### config.mk
export PLATFORM = sky130hd
export DESIGN_NAME = uopc_top
export DESIGN_NICKNAME = d
export VERILOG_FILES = /design/src/uopc_pkg.sv /design/src/uopc_act_if.sv /design/src/uopc_activity_tracker.sv /design/src/uopc_top.sv
export SDC_FILE = /design/constraint.sdc
export NUM_CORES = 1
export LEC_CHECK = 0
export CAP_MARGIN = 20
export CORE_ASPECT_RATIO = 1.1
export CORE_MARGIN = 10
export CORE_UTILIZATION = 56
export DETAILED_ROUTE_END_ITERATION = 6
export DONT_BUFFER_PORTS = 1
export GPL_TIMING_DRIVEN = 0
export PLACE_DENSITY_LB_ADDON = 0.3
export SLEW_MARGIN = 40
export SYNTH_ARGS = -nofsm -noshare
export SYNTH_HDL_FRONTEND = slang
export SYNTH_SLANG_ARGS = --single-unit
export TNS_END_PERCENT = 30
### constraint.sdc
create_clock -name core_clk -period 1.36 [get_ports core_clk]
set_input_delay 0.136 -clock core_clk [delete_from_list [all_inputs] [get_ports core_clk]]
set_output_delay 0.136 -clock core_clk [all_outputs]
set_load 0.01 [all_outputs]
### src/uopc_pkg.sv
// Constants for the USB on-the-go power control block.
// Assumes a 200 MHz core clock and the plain register port of uopc_top.
package uopc_pkg;

    // Register offsets on the register port (byte addresses)
    localparam logic [7:0] OTG_CTRL_OFS  = 8'h00;
    localparam logic [7:0] PWR_CTRL_OFS  = 8'h04;
    localparam int         ADDR_W        = 8;
    localparam int         DATA_W        = 32;

    // Field positions of otg_control_reg
    localparam int OTG_DPLUS_PU_BIT   = 7;
    localparam int OTG_DMINUS_PU_BIT  = 6;
    localparam int OTG_DPLUS_PD_BIT   = 5;
    localparam int OTG_DMINUS_PD_BIT  = 4;
    localparam int OTG_SUPPLY_ON_BIT  = 3;
    localparam int OTG_SW_CTL_BIT     = 2;
    localparam int OTG_CHARGE_BIT     = 1;
    localparam int OTG_DISCHARGE_BIT  = 0;

    // Field positions of usb_power_control_reg
    localparam int PWR_ACT_PEND_BIT   = 7;
    localparam int PWR_SLEEP_GRD_BIT  = 4;
    localparam int PWR_BUSY_BIT       = 3;
    localparam int PWR_SUSPEND_BIT    = 1;
    localparam int PWR_ON_BIT         = 0;

    // Reset values of both registers
    localparam logic [7:0] OTG_CTRL_RST  = 8'h00;
    localparam logic [7:0] PWR_CTRL_RST  = 8'h00;

    // Time from power-off until the module is ready to be enabled again
    localparam int CLK_MHZ        = 200;
    localparam int SETTLE_NS      = 100;
    localparam int SETTLE_CYCLES  = (SETTLE_NS * CLK_MHZ + 999) / 1000;
    localparam int SETTLE_W       = 8;

endpackage : uopc_pkg

### src/uopc_act_if.sv
// Carrier between the control core and the bus activity tracker.
// Assumes both ends run on the same core clock.
`timescale 1ns/1ps
`default_nettype none
interface uopc_act_if;
    logic busActivity;   // Bus activity seen this cycle
    logic notifyPending; // Notification awaiting service
    logic irqGenerated;  // Activity interrupt issued by the USB core
    logic enable;        // Module powered
    logic sleepGuard;    // Sleep guard bit
    logic pending;       // Activity pending flag
    logic sleepBlock;    // Sleep entry is blocked

    modport ctrl (
        output busActivity, notifyPending, irqGenerated, enable, sleepGuard,
        input  pending, sleepBlock
    );
    modport trk (
        input  busActivity, notifyPending, irqGenerated, enable, sleepGuard,
        output pending, sleepBlock
    );
endinterface : uopc_act_if
`default_nettype wire

### src/uopc_activity_tracker.sv
// Activity pending flag and sleep guard of the USB power control block.
// Assumes its controls come through uopc_act_if on core_clk.
`timescale 1ns/1ps
`default_nettype none
module uopc_activity_tracker (
    input  wire logic core_clk,
    input  wire logic reset_n,
    uopc_act_if.trk   act
);
    typedef struct packed {
        logic pending;
    } uopc_trk_s;

    uopc_trk_s state_q;
    uopc_trk_s state_d;

    // Set on activity, cleared once its interrupt is out; set wins
    always_comb begin
        state_d = state_q;
        if (!act.enable) begin
            state_d.pending = 1'b0;
        end else if (act.busActivity) begin
            state_d.pending = 1'b1;
        end else if (act.irqGenerated) begin
            state_d.pending = 1'b0;
        end
    end

    always_ff @(posedge core_clk or negedge reset_n) begin
        if (!reset_n) begin
            state_q <= '0;
        end else begin
            state_q <= state_d;
        end
    end

    // Sleep blocked only while guarded and something is going on
    assign act.pending    = state_q.pending;
    assign act.sleepBlock = act.sleepGuard
                          & (act.busActivity | state_q.pending | act.notifyPending);
endmodule : uopc_activity_tracker
`default_nettype wire

### src/uopc_top.sv
// Control and status core of the USB on-the-go power control block.
// Assumes a 200 MHz core clock, a single-cycle register port with read
// data one cycle after the read strobe, and a USB core beside it.
`timescale 1ns/1ps
`default_nettype none
module uopc_top #(
    parameter int SETTLE_CYCLES = uopc_pkg::SETTLE_CYCLES
) (
    input  wire logic        core_clk,
    input  wire logic        reset_n,
    input  wire logic [7:0]  regAddr,
    input  wire logic [31:0] regWdata,
    input  wire logic        regWrite,
    input  wire logic        regRead,
    output logic      [31:0] regRdata,
    input  wire logic [3:0]  hwResistorCtl,
    input  wire logic        busActivity,
    input  wire logic        notifyPending,
    input  wire logic        irqGenerated,
    output logic             dplusPullupEn,
    output logic             dminusPullupEn,
    output logic             dplusPulldownEn,
    output logic             dminusPulldownEn,
    output logic             busSupplyOn,
    output logic             busSupplyChargeEn,
    output logic             busSupplyDischargeEn,
    output logic             usbClkEn,
    output logic             xcvrLowPower,
    output logic             pinsUsbOwned,
    output logic             analogEn,
    output logic             sleepBlock
);

    // Settle count at register width
    localparam logic [uopc_pkg::SETTLE_W-1:0] SETTLE_LOAD =
        uopc_pkg::SETTLE_W'(SETTLE_CYCLES);

    // All state of the core except the activity pending flag, which the tracker holds
    typedef struct packed {
        logic [7:0]                    otgCtrl;
        logic                          sleepGuard;
        logic                          suspendReq;
        logic                          powerOn;
        logic [uopc_pkg::SETTLE_W-1:0] settleCnt;
        logic [31:0]                   rdata;
        logic [3:0]                    resistorOut;
        logic                          supplyOnOut;
        logic                          chargeOut;
        logic                          dischargeOut;
        logic                          clkEnOut;
        logic                          lowPowerOut;
        logic                          pinsOwnedOut;
        logic                          analogOut;
    } uopc_core_s;

    uopc_core_s state_q;
    uopc_core_s state_d;

    // Link to the activity tracker
    uopc_act_if act ();

    // Register offset match
    function automatic logic regHit(
        input logic [7:0] addr,
        input logic [7:0] ofs
    );
        regHit = (addr == ofs);
    endfunction : regHit

    // Decoded strobes
    logic        wrOtg;
    logic        wrPwr;
    logic        rdOtg;
    logic        rdPwr;
    logic        busy;
    logic [3:0]  resistorSel;
    logic [7:0]  pwrView;

    assign wrOtg = regWrite & regHit(regAddr, uopc_pkg::OTG_CTRL_OFS);
    assign wrPwr = regWrite & regHit(regAddr, uopc_pkg::PWR_CTRL_OFS);
    assign rdOtg = regRead  & regHit(regAddr, uopc_pkg::OTG_CTRL_OFS);
    assign rdPwr = regRead  & regHit(regAddr, uopc_pkg::PWR_CTRL_OFS);

    // Busy while on, or while off but still settling
    assign busy = state_q.powerOn | (state_q.settleCnt != '0);

    // Software or USB hardware owns the data line resistors
    assign resistorSel = state_q.otgCtrl[uopc_pkg::OTG_SW_CTL_BIT]
                       ? state_q.otgCtrl[uopc_pkg::OTG_DPLUS_PU_BIT:uopc_pkg::OTG_DMINUS_PD_BIT]
                       : hwResistorCtl;

    // Power control register as software sees it
    always_comb begin
        pwrView = 8'h00;
        pwrView[uopc_pkg::PWR_ACT_PEND_BIT]  = act.pending;
        pwrView[uopc_pkg::PWR_SLEEP_GRD_BIT] = state_q.sleepGuard;
        pwrView[uopc_pkg::PWR_BUSY_BIT]      = busy;
        pwrView[uopc_pkg::PWR_SUSPEND_BIT]   = state_q.suspendReq;
        pwrView[uopc_pkg::PWR_ON_BIT]        = state_q.powerOn;
    end

    // Next state: register writes, settle timer, read data, pin outputs
    always_comb begin
        state_d = state_q;

        // Control register writes
        if (wrOtg) begin
            state_d.otgCtrl = regWdata[7:0];
        end
        if (wrPwr) begin
            state_d.sleepGuard = regWdata[uopc_pkg::PWR_SLEEP_GRD_BIT];
            state_d.suspendReq = regWdata[uopc_pkg::PWR_SUSPEND_BIT];
            state_d.powerOn    = regWdata[uopc_pkg::PWR_ON_BIT];
        end

        // Settle timer starts when the module is switched off
        if (state_q.powerOn && !state_d.powerOn) begin
            state_d.settleCnt = SETTLE_LOAD;
        end else if (state_q.settleCnt != '0) begin
            state_d.settleCnt = state_q.settleCnt - 1'b1;
        end

        // Read data stands only in the cycle after the strobe
        state_d.rdata = 32'h0000_0000;
        if (rdOtg) begin
            state_d.rdata[7:0] = state_q.otgCtrl;
        end else if (rdPwr) begin
            state_d.rdata[7:0] = pwrView;
        end

        // Pin and analog controls, all held inactive while off except xcvrLowPower, held high
        if (state_q.powerOn) begin
            state_d.resistorOut  = resistorSel;
            state_d.supplyOnOut  = state_q.otgCtrl[uopc_pkg::OTG_SUPPLY_ON_BIT];
            state_d.chargeOut    = state_q.otgCtrl[uopc_pkg::OTG_CHARGE_BIT];
            state_d.dischargeOut = state_q.otgCtrl[uopc_pkg::OTG_DISCHARGE_BIT];
            state_d.clkEnOut     = ~state_q.suspendReq;
            state_d.lowPowerOut  = state_q.suspendReq;
            state_d.pinsOwnedOut = 1'b1;
            state_d.analogOut    = 1'b1;
        end else begin
            state_d.resistorOut  = 4'h0;
            state_d.supplyOnOut  = 1'b0;
            state_d.chargeOut    = 1'b0;
            state_d.dischargeOut = 1'b0;
            state_d.clkEnOut     = 1'b0;
            state_d.lowPowerOut  = 1'b1;
            state_d.pinsOwnedOut = 1'b0;
            state_d.analogOut    = 1'b0;
        end
    end

    // State register
    always_ff @(posedge core_clk or negedge reset_n) begin
        if (!reset_n) begin
            state_q             <= '0;
            state_q.otgCtrl     <= uopc_pkg::OTG_CTRL_RST;
            state_q.lowPowerOut <= 1'b1;
        end else begin
            state_q <= state_d;
        end
    end

    // Activity tracker controls
    assign act.busActivity   = busActivity;
    assign act.notifyPending = notifyPending;
    assign act.irqGenerated  = irqGenerated;
    assign act.enable        = state_q.powerOn;
    assign act.sleepGuard    = state_q.sleepGuard;

    uopc_activity_tracker u_tracker (
        .core_clk (core_clk),
        .reset_n  (reset_n),
        .act      (act)
    );

    // Outputs
    assign regRdata             = state_q.rdata;
    assign dplusPullupEn        = state_q.resistorOut[3];
    assign dminusPullupEn       = state_q.resistorOut[2];
    assign dplusPulldownEn      = state_q.resistorOut[1];
    assign dminusPulldownEn     = state_q.resistorOut[0];
    assign busSupplyOn          = state_q.supplyOnOut;
    assign busSupplyChargeEn    = state_q.chargeOut;
    assign busSupplyDischargeEn = state_q.dischargeOut;
    assign usbClkEn             = state_q.clkEnOut;
    assign xcvrLowPower         = state_q.lowPowerOut;
    assign pinsUsbOwned         = state_q.pinsOwnedOut;
    assign analogEn             = state_q.analogOut;
    assign sleepBlock           = act.sleepBlock;

endmodule : uopc_top
`default_nettype wire

# After elaboration in Yosys (flattened, before gate mapping)
# Cells that the tools add are included.
dict set report totals {
  wordCells 42
  output_inout_bits 44
  input_bits 51
  reg_bits 39
}
dict set report classes {
  n_bitwise 9
  mux 10
  n_reduce_logical 5
  addsub 1
  eq_ne 2
}
# operator count
set ops {}
lappend ops {{2-to-1 mux 8 bit} 4}
lappend ops {{2-to-1 mux 11 bit} 1}
lappend ops {{== test 8 x 3 -> 1 bit, second input constant} 1}
lappend ops {{logical NOT 8 bit} 1}
lappend ops {{nonzero test 8 bit} 1}
lappend ops {{subtractor 8 x 1 -> 8 bit, second input constant} 1}
lappend ops {{AND 1 bit} 5}
lappend ops {{2-to-1 mux 1 bit} 4}
lappend ops {{2-to-1 mux 4 bit} 1}
lappend ops {{inequality test 3 bit, second input constant} 1}
lappend ops {{bitwise OR 1 bit} 3}
lappend ops {{nonzero test 2 bit} 1}
lappend ops {{logical AND 1 bit} 1}
lappend ops {{logical NOT 1 bit} 1}
lappend ops {{inverter 1 bit} 1}

# Depth between registers and ports, before layout
# Gate-level depths: netlist of run 1.
dict set report logic_depth {
  depth_word 6
  depth_mapped 6
  mapped_depth_nobuf 6
}

# Modules after synthesis
# From an unflattened synthesis of run 1, not the netlist that was laid out.
dict set report hier_totals {
  cells_unflattened 156
  hier_area_um2 1819.2
}
# mod cells_each instances area_per_inst_um2 seq_area_each_um2
set by_module_without_submodules {}
lappend by_module_without_submodules {uopc_top 152 1 1771.7 927.1}
lappend by_module_without_submodules {uopc_activity_tracker 4 1 47.5 25.0}

# Least setup slack after synthesis of run 1
# OpenSTA, ideal clock, no wires.
dict set report synth_path {
  path_type {register to register}
  startpoint {register state_q[46] (netlist bit)}
  endpoint {register state_q[45] (netlist bit)}
  n_path_buf 0
  arrival_ns 1.347
  setup_time_ns 0.124
  setup_slack_ns -0.111
  required_time_ns 1.236
  period_less_slack_ns 1.471
  path_stages_with_launch 5
  path_cell_list {dfrtp_1 or4_4 o21ai_1 mux2i_1 or2_1}
}
dict set report synth_between {
  elab_chain_len 2
}
# element line_no
set synth_rtl {}
lappend synth_rtl {{from (decl)} uopc_top.sv:56} ;# uopc_core_s state_q;
lappend synth_rtl {{from (signal assigned)} uopc_top.sv:160} ;# state_q <= state_d;
lappend synth_rtl {{nonzero test 8 bit} uopc_top.sv:119} ;# end else if (state_q.settleCnt != '0) begin
lappend synth_rtl {{nonzero test 2 bit (no line)} --}
# Every way passes these cells.
# A chain may end at the register's enable or synchronous reset.

# Worst setup path in the final report of run 1
dict set report layout_path {
  startpoint {register state_q[48] (netlist bit)}
  endpoint {register state_q[50] (netlist bit)}
}
dict set report layout_between {
  elab_chain_len 3
  elab_cells_between_ends 5
  classes_between {add/sub (1); mux (2); reduce/logical (2)}
}
# element line_no
set layout_rtl {}
lappend layout_rtl {{subtractor 8 x 1 -> 8 bit} uopc_top.sv:120} ;# state_d.settleCnt = state_q.settleCnt - 1'b1;
lappend layout_rtl {{2-to-1 mux 8 bit} uopc_top.sv:119}
lappend layout_rtl {{2-to-1 mux 8 bit} uopc_top.sv:117} ;# if (state_q.powerOn && !state_d.powerOn) begin
# Parallel ways exist; a longest one is shown, timed or not. The select of a mux whose other input is x is not followed.

==> results of run 1 <==
-- layer usage --
metal  vias to the layer above  GRT usage  share of wire
met5                         -          0              0
met4                         0     0.0663          0.014
met3                         5     0.0615           0.13
met2                        55      0.229           0.51
met1                       573      0.143           0.35
li1                        582          -              -
-- cell usage after synthesis (2+ instances only) --
master / instances
buf_4: 33
and3_2: 2
nand2b_1: 3
and2_1: 6
dfrtp_1: 37
a22o_1: 4
nor2_1: 6
nor3b_1: 2
nand2_1: 5
nor4_1: 2
mux2_2: 11
nor2b_1: 5
xor2_1: 3
mux2i_1: 6
clkbuf_1: 3
inv_1: 3
o21ai_1: 3
a21oi_1: 2
ha_1: 2
nor3_1: 2
-- critical path, cell delays in order, from the launching register on --
cell	delay, ps
dfrtp_1	400
buf_4	160
nor4_4	300
nand2_1	100
or3_1	340
a21oi_2	140
-- area by class of cell --
class	instances	area (um^2)	area share
Inverter	3	11.3	0.00485
Buffer	36	259	0.112
Sequential cell	38	955	0.412
Clock buffer	6	51.3	0.0221
Timing Repair Buffer	21	208	0.0895
Clock inverter	2	12.5	0.00539
Tap cell	34	42.5	0.0183
Multi-Input combinational cell	103	781	0.337
-- worst max-delay path by stage --
stage                                    to  slack [ps]  cells after the start
finish              state_q[50]$_DFFE_PN0P_        -150                      5
global route        state_q[50]$_DFFE_PN0P_        -230                      4
CTS                 state_q[45]$_DFFE_PN0P_        -130                      4
detailed placement  state_q[50]$_DFFE_PN0P_        -210                      4
global placement    state_q[50]$_DFFE_PN0P_        -130                      4
floorplan           state_q[45]$_DFFE_PN0P_         -80                      4
-- logic make-up (layout without fill, tap and decap cells) --
| group | count (synthesis) | count (layout) | share of synthesized area |
|---|---|---|---|
| AO/OA/AOI/OAI | 14 | 14 | 0.0542 |
| multiplexers | 17 | 17 | 0.0984 |
| buffers and inverters | 39 | 68 | 0.145 |
| flip-flops | 38 | 38 | 0.509 |
| AND/OR/NAND/NOR | 42 | 42 | 0.159 |
| other | 1 | 24 | 0.00201 |
| XOR/XNOR | 4 | 4 | 0.0187 |
| adder cells (fa/ha/maj) | 2 | 2 | 0.0134 |
-- power groups by stage --
stage               combinational, mW  clock (mW)  sequential (mW)
floorplan                       0.190           0             1.27
global placement                0.201           0             1.29
detailed placement              0.207           0             1.30
CTS                             0.355       0.634             1.26
global route                    0.408       0.682             1.28
finish                          0.373       0.621             1.27
-- what timing repair did --
action	CTS	global route
pin swaps	5	4
resized for setup	4	8
setup endpoints to repair	9	9
hold buffers	15	1
endpoints found under the hold margin	60	7
setup buffers	4	1
==> flow_summary.toml, run 1 <==
[sta]
report.final.slew_viol_count = 0
totalNegativeSetupSlack_ps = -730
hold_slack_ps = 48.0
period_share = 1.11
finalSetupViolCount = 9
period_minus_slack_ps = 1510
fin_ws_ps = -147
final.setup_skew_ps = 12.3
clock.fmax_ghz = 0.664
grt_setup_unrepaired = "yes"
finalHoldViolCount = 0

[critical_path]
crit_path_end_kind = "register"
crit_type = "register to register"
reg2reg_depth = 5
reg2reg_to = "state_q[50]$_DFFE_PN0P_"
arrival_ps = 1790
crit_fanout = 3
rrSetupSlack_ps = -150
r2r-start = "state_q[48]$_DFFE_PN0P_"
cp-start-kind = "register"
worstPathRequired_ps = 1650
cp-startpoint = "state_q[48]$_DFFE_PN0P_"

[job]
maxCapViolations = 0

[run_status]
outcome = "complete, but fails checks"
failed_checks = "setup timing"

[clocking]
numCtsBuffers = 5
htreeDepth = 2
cts_tree = "yes"
clk_pin_slew_ps = 120
clock_latency_ps = 350
clkSinkCount = 38
cts_buffer_depth = 2
root_buffer = "clkbuf_4"

[pwr]
p_per_area_mw_per_mm2 = 977
pwr-share-seq = 0.561
p_leak_nw = 1.17
power.switching_uw = 620
power_mw = 2.27
comb_power_share = 0.165
internal_power_mw = 1.65
netSwitchingFraction = 0.274
ir_worst_vdd_uv = 707
p_clk_frac = 0.274

[cells_and_area]
final_cell_mix = "buf_4 (38), dfrtp_1 (35), conb_1 (24)"
regMostFlops = "state_q"
num-nets-final = 261
fill_cells = 215
final_common_cell = "buf_4"
syn2layout_area_growth_pct = 24.1
antenna_cells = 0
drive_gt1_frac = 0.368
finish.instance_area_mm2 = 0.00232
final_util = 0.742
finalNonFillerCells = 243
largest_reg_flops = 16

[logic_synthesis]
synth_top_cell_by_area = "dfrtp_1"
mappedNetlistArea_mm2 = 0.00187
yosysTopAreaCellShare = 0.495
ys_seq_elements = 38
yosysSeqAreaShare = 0.509
yosysWarnings = 0
ys_types = 37
syn_avg_cell_area_um2 = 11.9
postSynthCellCount = 157
async_reset_ff_frac = 1.00
synthFlopType = "dfrtp_1"
synth_edf_count = 0
synth_area_leaders = "dfrtp_1 (50%), buf_4 (13%), mux2_2 (6.6%)"

[floorplan]
coreArea_mm2 = 0.00313
die_h_um = 80.6
die-area_mm2 = 0.00605
rows = 21
ios = 95
initial_core_util = 0.598
die_w_um = 75.1

[routing]
drc = 0
via_count = 1215
wl_per_cell_um = 16.7
first_pass_iters = 5
dr.first_iter.drc_count = 36
postRouteAntennaNets = 0
routed_wl_um = 4060
via_per_inst = 5.00

[place]
place_congestion = 0.767
dp_slack_ps = -209
placed_area_mm2 = 0.00200
place_inst = 214
hpwl_um = 2910
port_buffers = 0

[grt]
grt_use_total = 0.138
grt_pass1_wl_um = 6420
grt.overflow.total = 0
antenna_found_initial = 0
grt_max_degree = 39
grt_pass1_vias = 1317

[min_path]
hold_path_depth = 2
holdPathEnd = "act.sleepGuard$_DFFE_PN0P_"
min_path_type = "primary input to register"
hold_start = "regAddr[2]"
Note: power is estimated with default switching activity, not from simulation.
==> run 2, diff against run 1 <==
--- a/config.mk
+++ b/config.mk
@@ -12,6 +12,7 @@
 export DETAILED_ROUTE_END_ITERATION = 6
 export DONT_BUFFER_PORTS = 1
 export GPL_TIMING_DRIVEN = 0
+export HOLD_SLACK_MARGIN = 0.15
 export PLACE_DENSITY_LB_ADDON = 0.3
 export SLEW_MARGIN = 40
 export SYNTH_ARGS = -nofsm -noshare
==> flow_summary.toml, run 2 (synthesis results as in run 1) <==
[run_status]
outcome = "complete, but fails checks"
failed_checks = "setup timing"

[routing]
via_count = 1238
first_pass_iters = 4
drc = 0
via_per_inst = 5.03
wl_per_cell_um = 16.5
routed_wl_um = 4070
postRouteAntennaNets = 0
dr.first_iter.drc_count = 33

[place]
port_buffers = 0
place_congestion = 0.767
hpwl_um = 2910
dp_slack_ps = -209

[critical_path]
rrSetupSlack_ps = -150
cp-start-kind = "register"
crit_type = "register to register"
reg2reg_depth = 5
reg2reg_to = "state_q[50]$_DFFE_PN0P_"
worstPathRequired_ps = 1650
r2r-start = "state_q[48]$_DFFE_PN0P_"
crit_fanout = 3
crit_path_end_kind = "register"
arrival_ps = 1790

[clocking]
clkSinkCount = 38
root_buffer = "clkbuf_4"
numCtsBuffers = 5
cts_tree = "yes"
clock_latency_ps = 350
clk_pin_slew_ps = 120
cts_buffer_depth = 2
htreeDepth = 2

[grt]
grt_pass1_vias = 1334
antenna_found_initial = 0
grt_max_degree = 39
grt_pass1_wl_um = 6430
grt_use_total = 0.138
grt.overflow.total = 0

[pwr]
ir_worst_vdd_uv = 707
p_per_area_mw_per_mm2 = 968
power_mw = 2.27
p_leak_nw = 1.18

[cells_and_area]
drive_gt1_frac = 0.363
regMostFlops = "state_q"
syn2layout_area_growth_pct = 25.7
fill_cells = 208
final_cell_mix = "buf_4 (38), dfrtp_1 (35), conb_1 (24)"
largest_reg_flops = 16
final_common_cell = "buf_4"
num-nets-final = 264
antenna_cells = 0

[sta]
finalSetupViolCount = 9
finalHoldViolCount = 0
report.final.slew_viol_count = 0
period_minus_slack_ps = 1510
clock.fmax_ghz = 0.663
totalNegativeSetupSlack_ps = -728
fin_ws_ps = -148
period_share = 1.11
final.setup_skew_ps = 12.0
grt_setup_unrepaired = "yes"

[floorplan]
initial_core_util = 0.598
coreArea_mm2 = 0.00313
die_h_um = 80.6
rows = 21
die-area_mm2 = 0.00605
ios = 95
die_w_um = 75.1

[job]
maxCapViolations = 0

[min_path]
hold_start = "regAddr[6]"
holdPathEnd = "act.sleepGuard$_DFFE_PN0P_"
min_path_type = "primary input to register"
hold_path_depth = 3
==> run 2: cell count changes in the layout (fill, tap and decap cells not counted) <==
cell and change:
dlygate4sd3_1 +3
==> run 2: worst max path at each step <==
stage	from	slack (ps)	endpoint
3_5_place_dp	state_q[46]$_DFFE_PN0P_	-210	state_q[50]$_DFFE_PN0P_
6_report	state_q[48]$_DFFE_PN0P_	-150	state_q[50]$_DFFE_PN0P_
3_3_place_gp	state_q[46]$_DFFE_PN0P_	-130	state_q[50]$_DFFE_PN0P_
4_1_cts	state_q[49]$_DFFE_PN0P_	-130	state_q[45]$_DFFE_PN0P_
5_1_grt	state_q[45]$_DFFE_PN0P_	-230	state_q[50]$_DFFE_PN0P_
2_1_floorplan	state_q[48]$_DFFE_PN0P_	-80	state_q[45]$_DFFE_PN0P_
==> run 2: repair_timing <==
item                                   CTS  global route
gates resized for setup                  4             8
endpoints found under the hold margin   64            11
setup buffers                            4             1
hold buffers                            18             1
setup endpoints to repair                9             9
pin swaps                                5             4
==> run 2: layout make-up <==
| cell class | count | area, um^2 | share of cell area |
|---|---|---|---|
| clock inverter | 2 | 12.5 | 0.00532 |
| buffer | 36 | 259 | 0.110 |
| timing repair buffer | 24 | 238 | 0.101 |
| sequential | 38 | 955 | 0.406 |
| clock buffer | 6 | 51.3 | 0.0218 |
| inverter | 3 | 11.3 | 0.00479 |
| tap | 34 | 42.5 | 0.0181 |
| multi-input combinational | 103 | 781 | 0.332 |
==> run 2: stage by stage <==
step | hold slack (ps) | instance area (um^2) | util | std cells
2_1_floorplan | -160 | 1960 | - | 180
3_3_place_gp | -158 | 2000 | 0.639 | 214
3_5_place_dp | -158 | 2000 | 0.639 | 214
4_1_cts | -65.6 | 2300 | 0.736 | 244
5_1_grt | 126 | 2350 | 0.752 | 246
6_report | 127 | 2350 | 0.752 | 246
==> run 2: metal layers <==
layer | GRT usage | share of wire | wire length [um]
met1 | 0.137 | 0.34 | 1370
met2 | 0.233 | 0.52 | 2100
met3 | 0.0677 | 0.13 | 533
met4 | 0.0663 | 0.015 | 61
met5 | 0 | 0 | 0
==> run 2: worst max-delay path, stage by stage, from the launching register on <==
cell and delay [ps]:
dfrtp_1 400, buf_4 160, nor4_4 300, nand2_1 100, or3_1 340, a21oi_2 140
==> run 2: power breakdown <==
part | switching (mW) | leakage (nW) | internal, mW
sequential | 0.0707 | 0.503 | 1.20
combinational | 0.180 | 0.641 | 0.202
clock | 0.372 | 0.0343 | 0.248
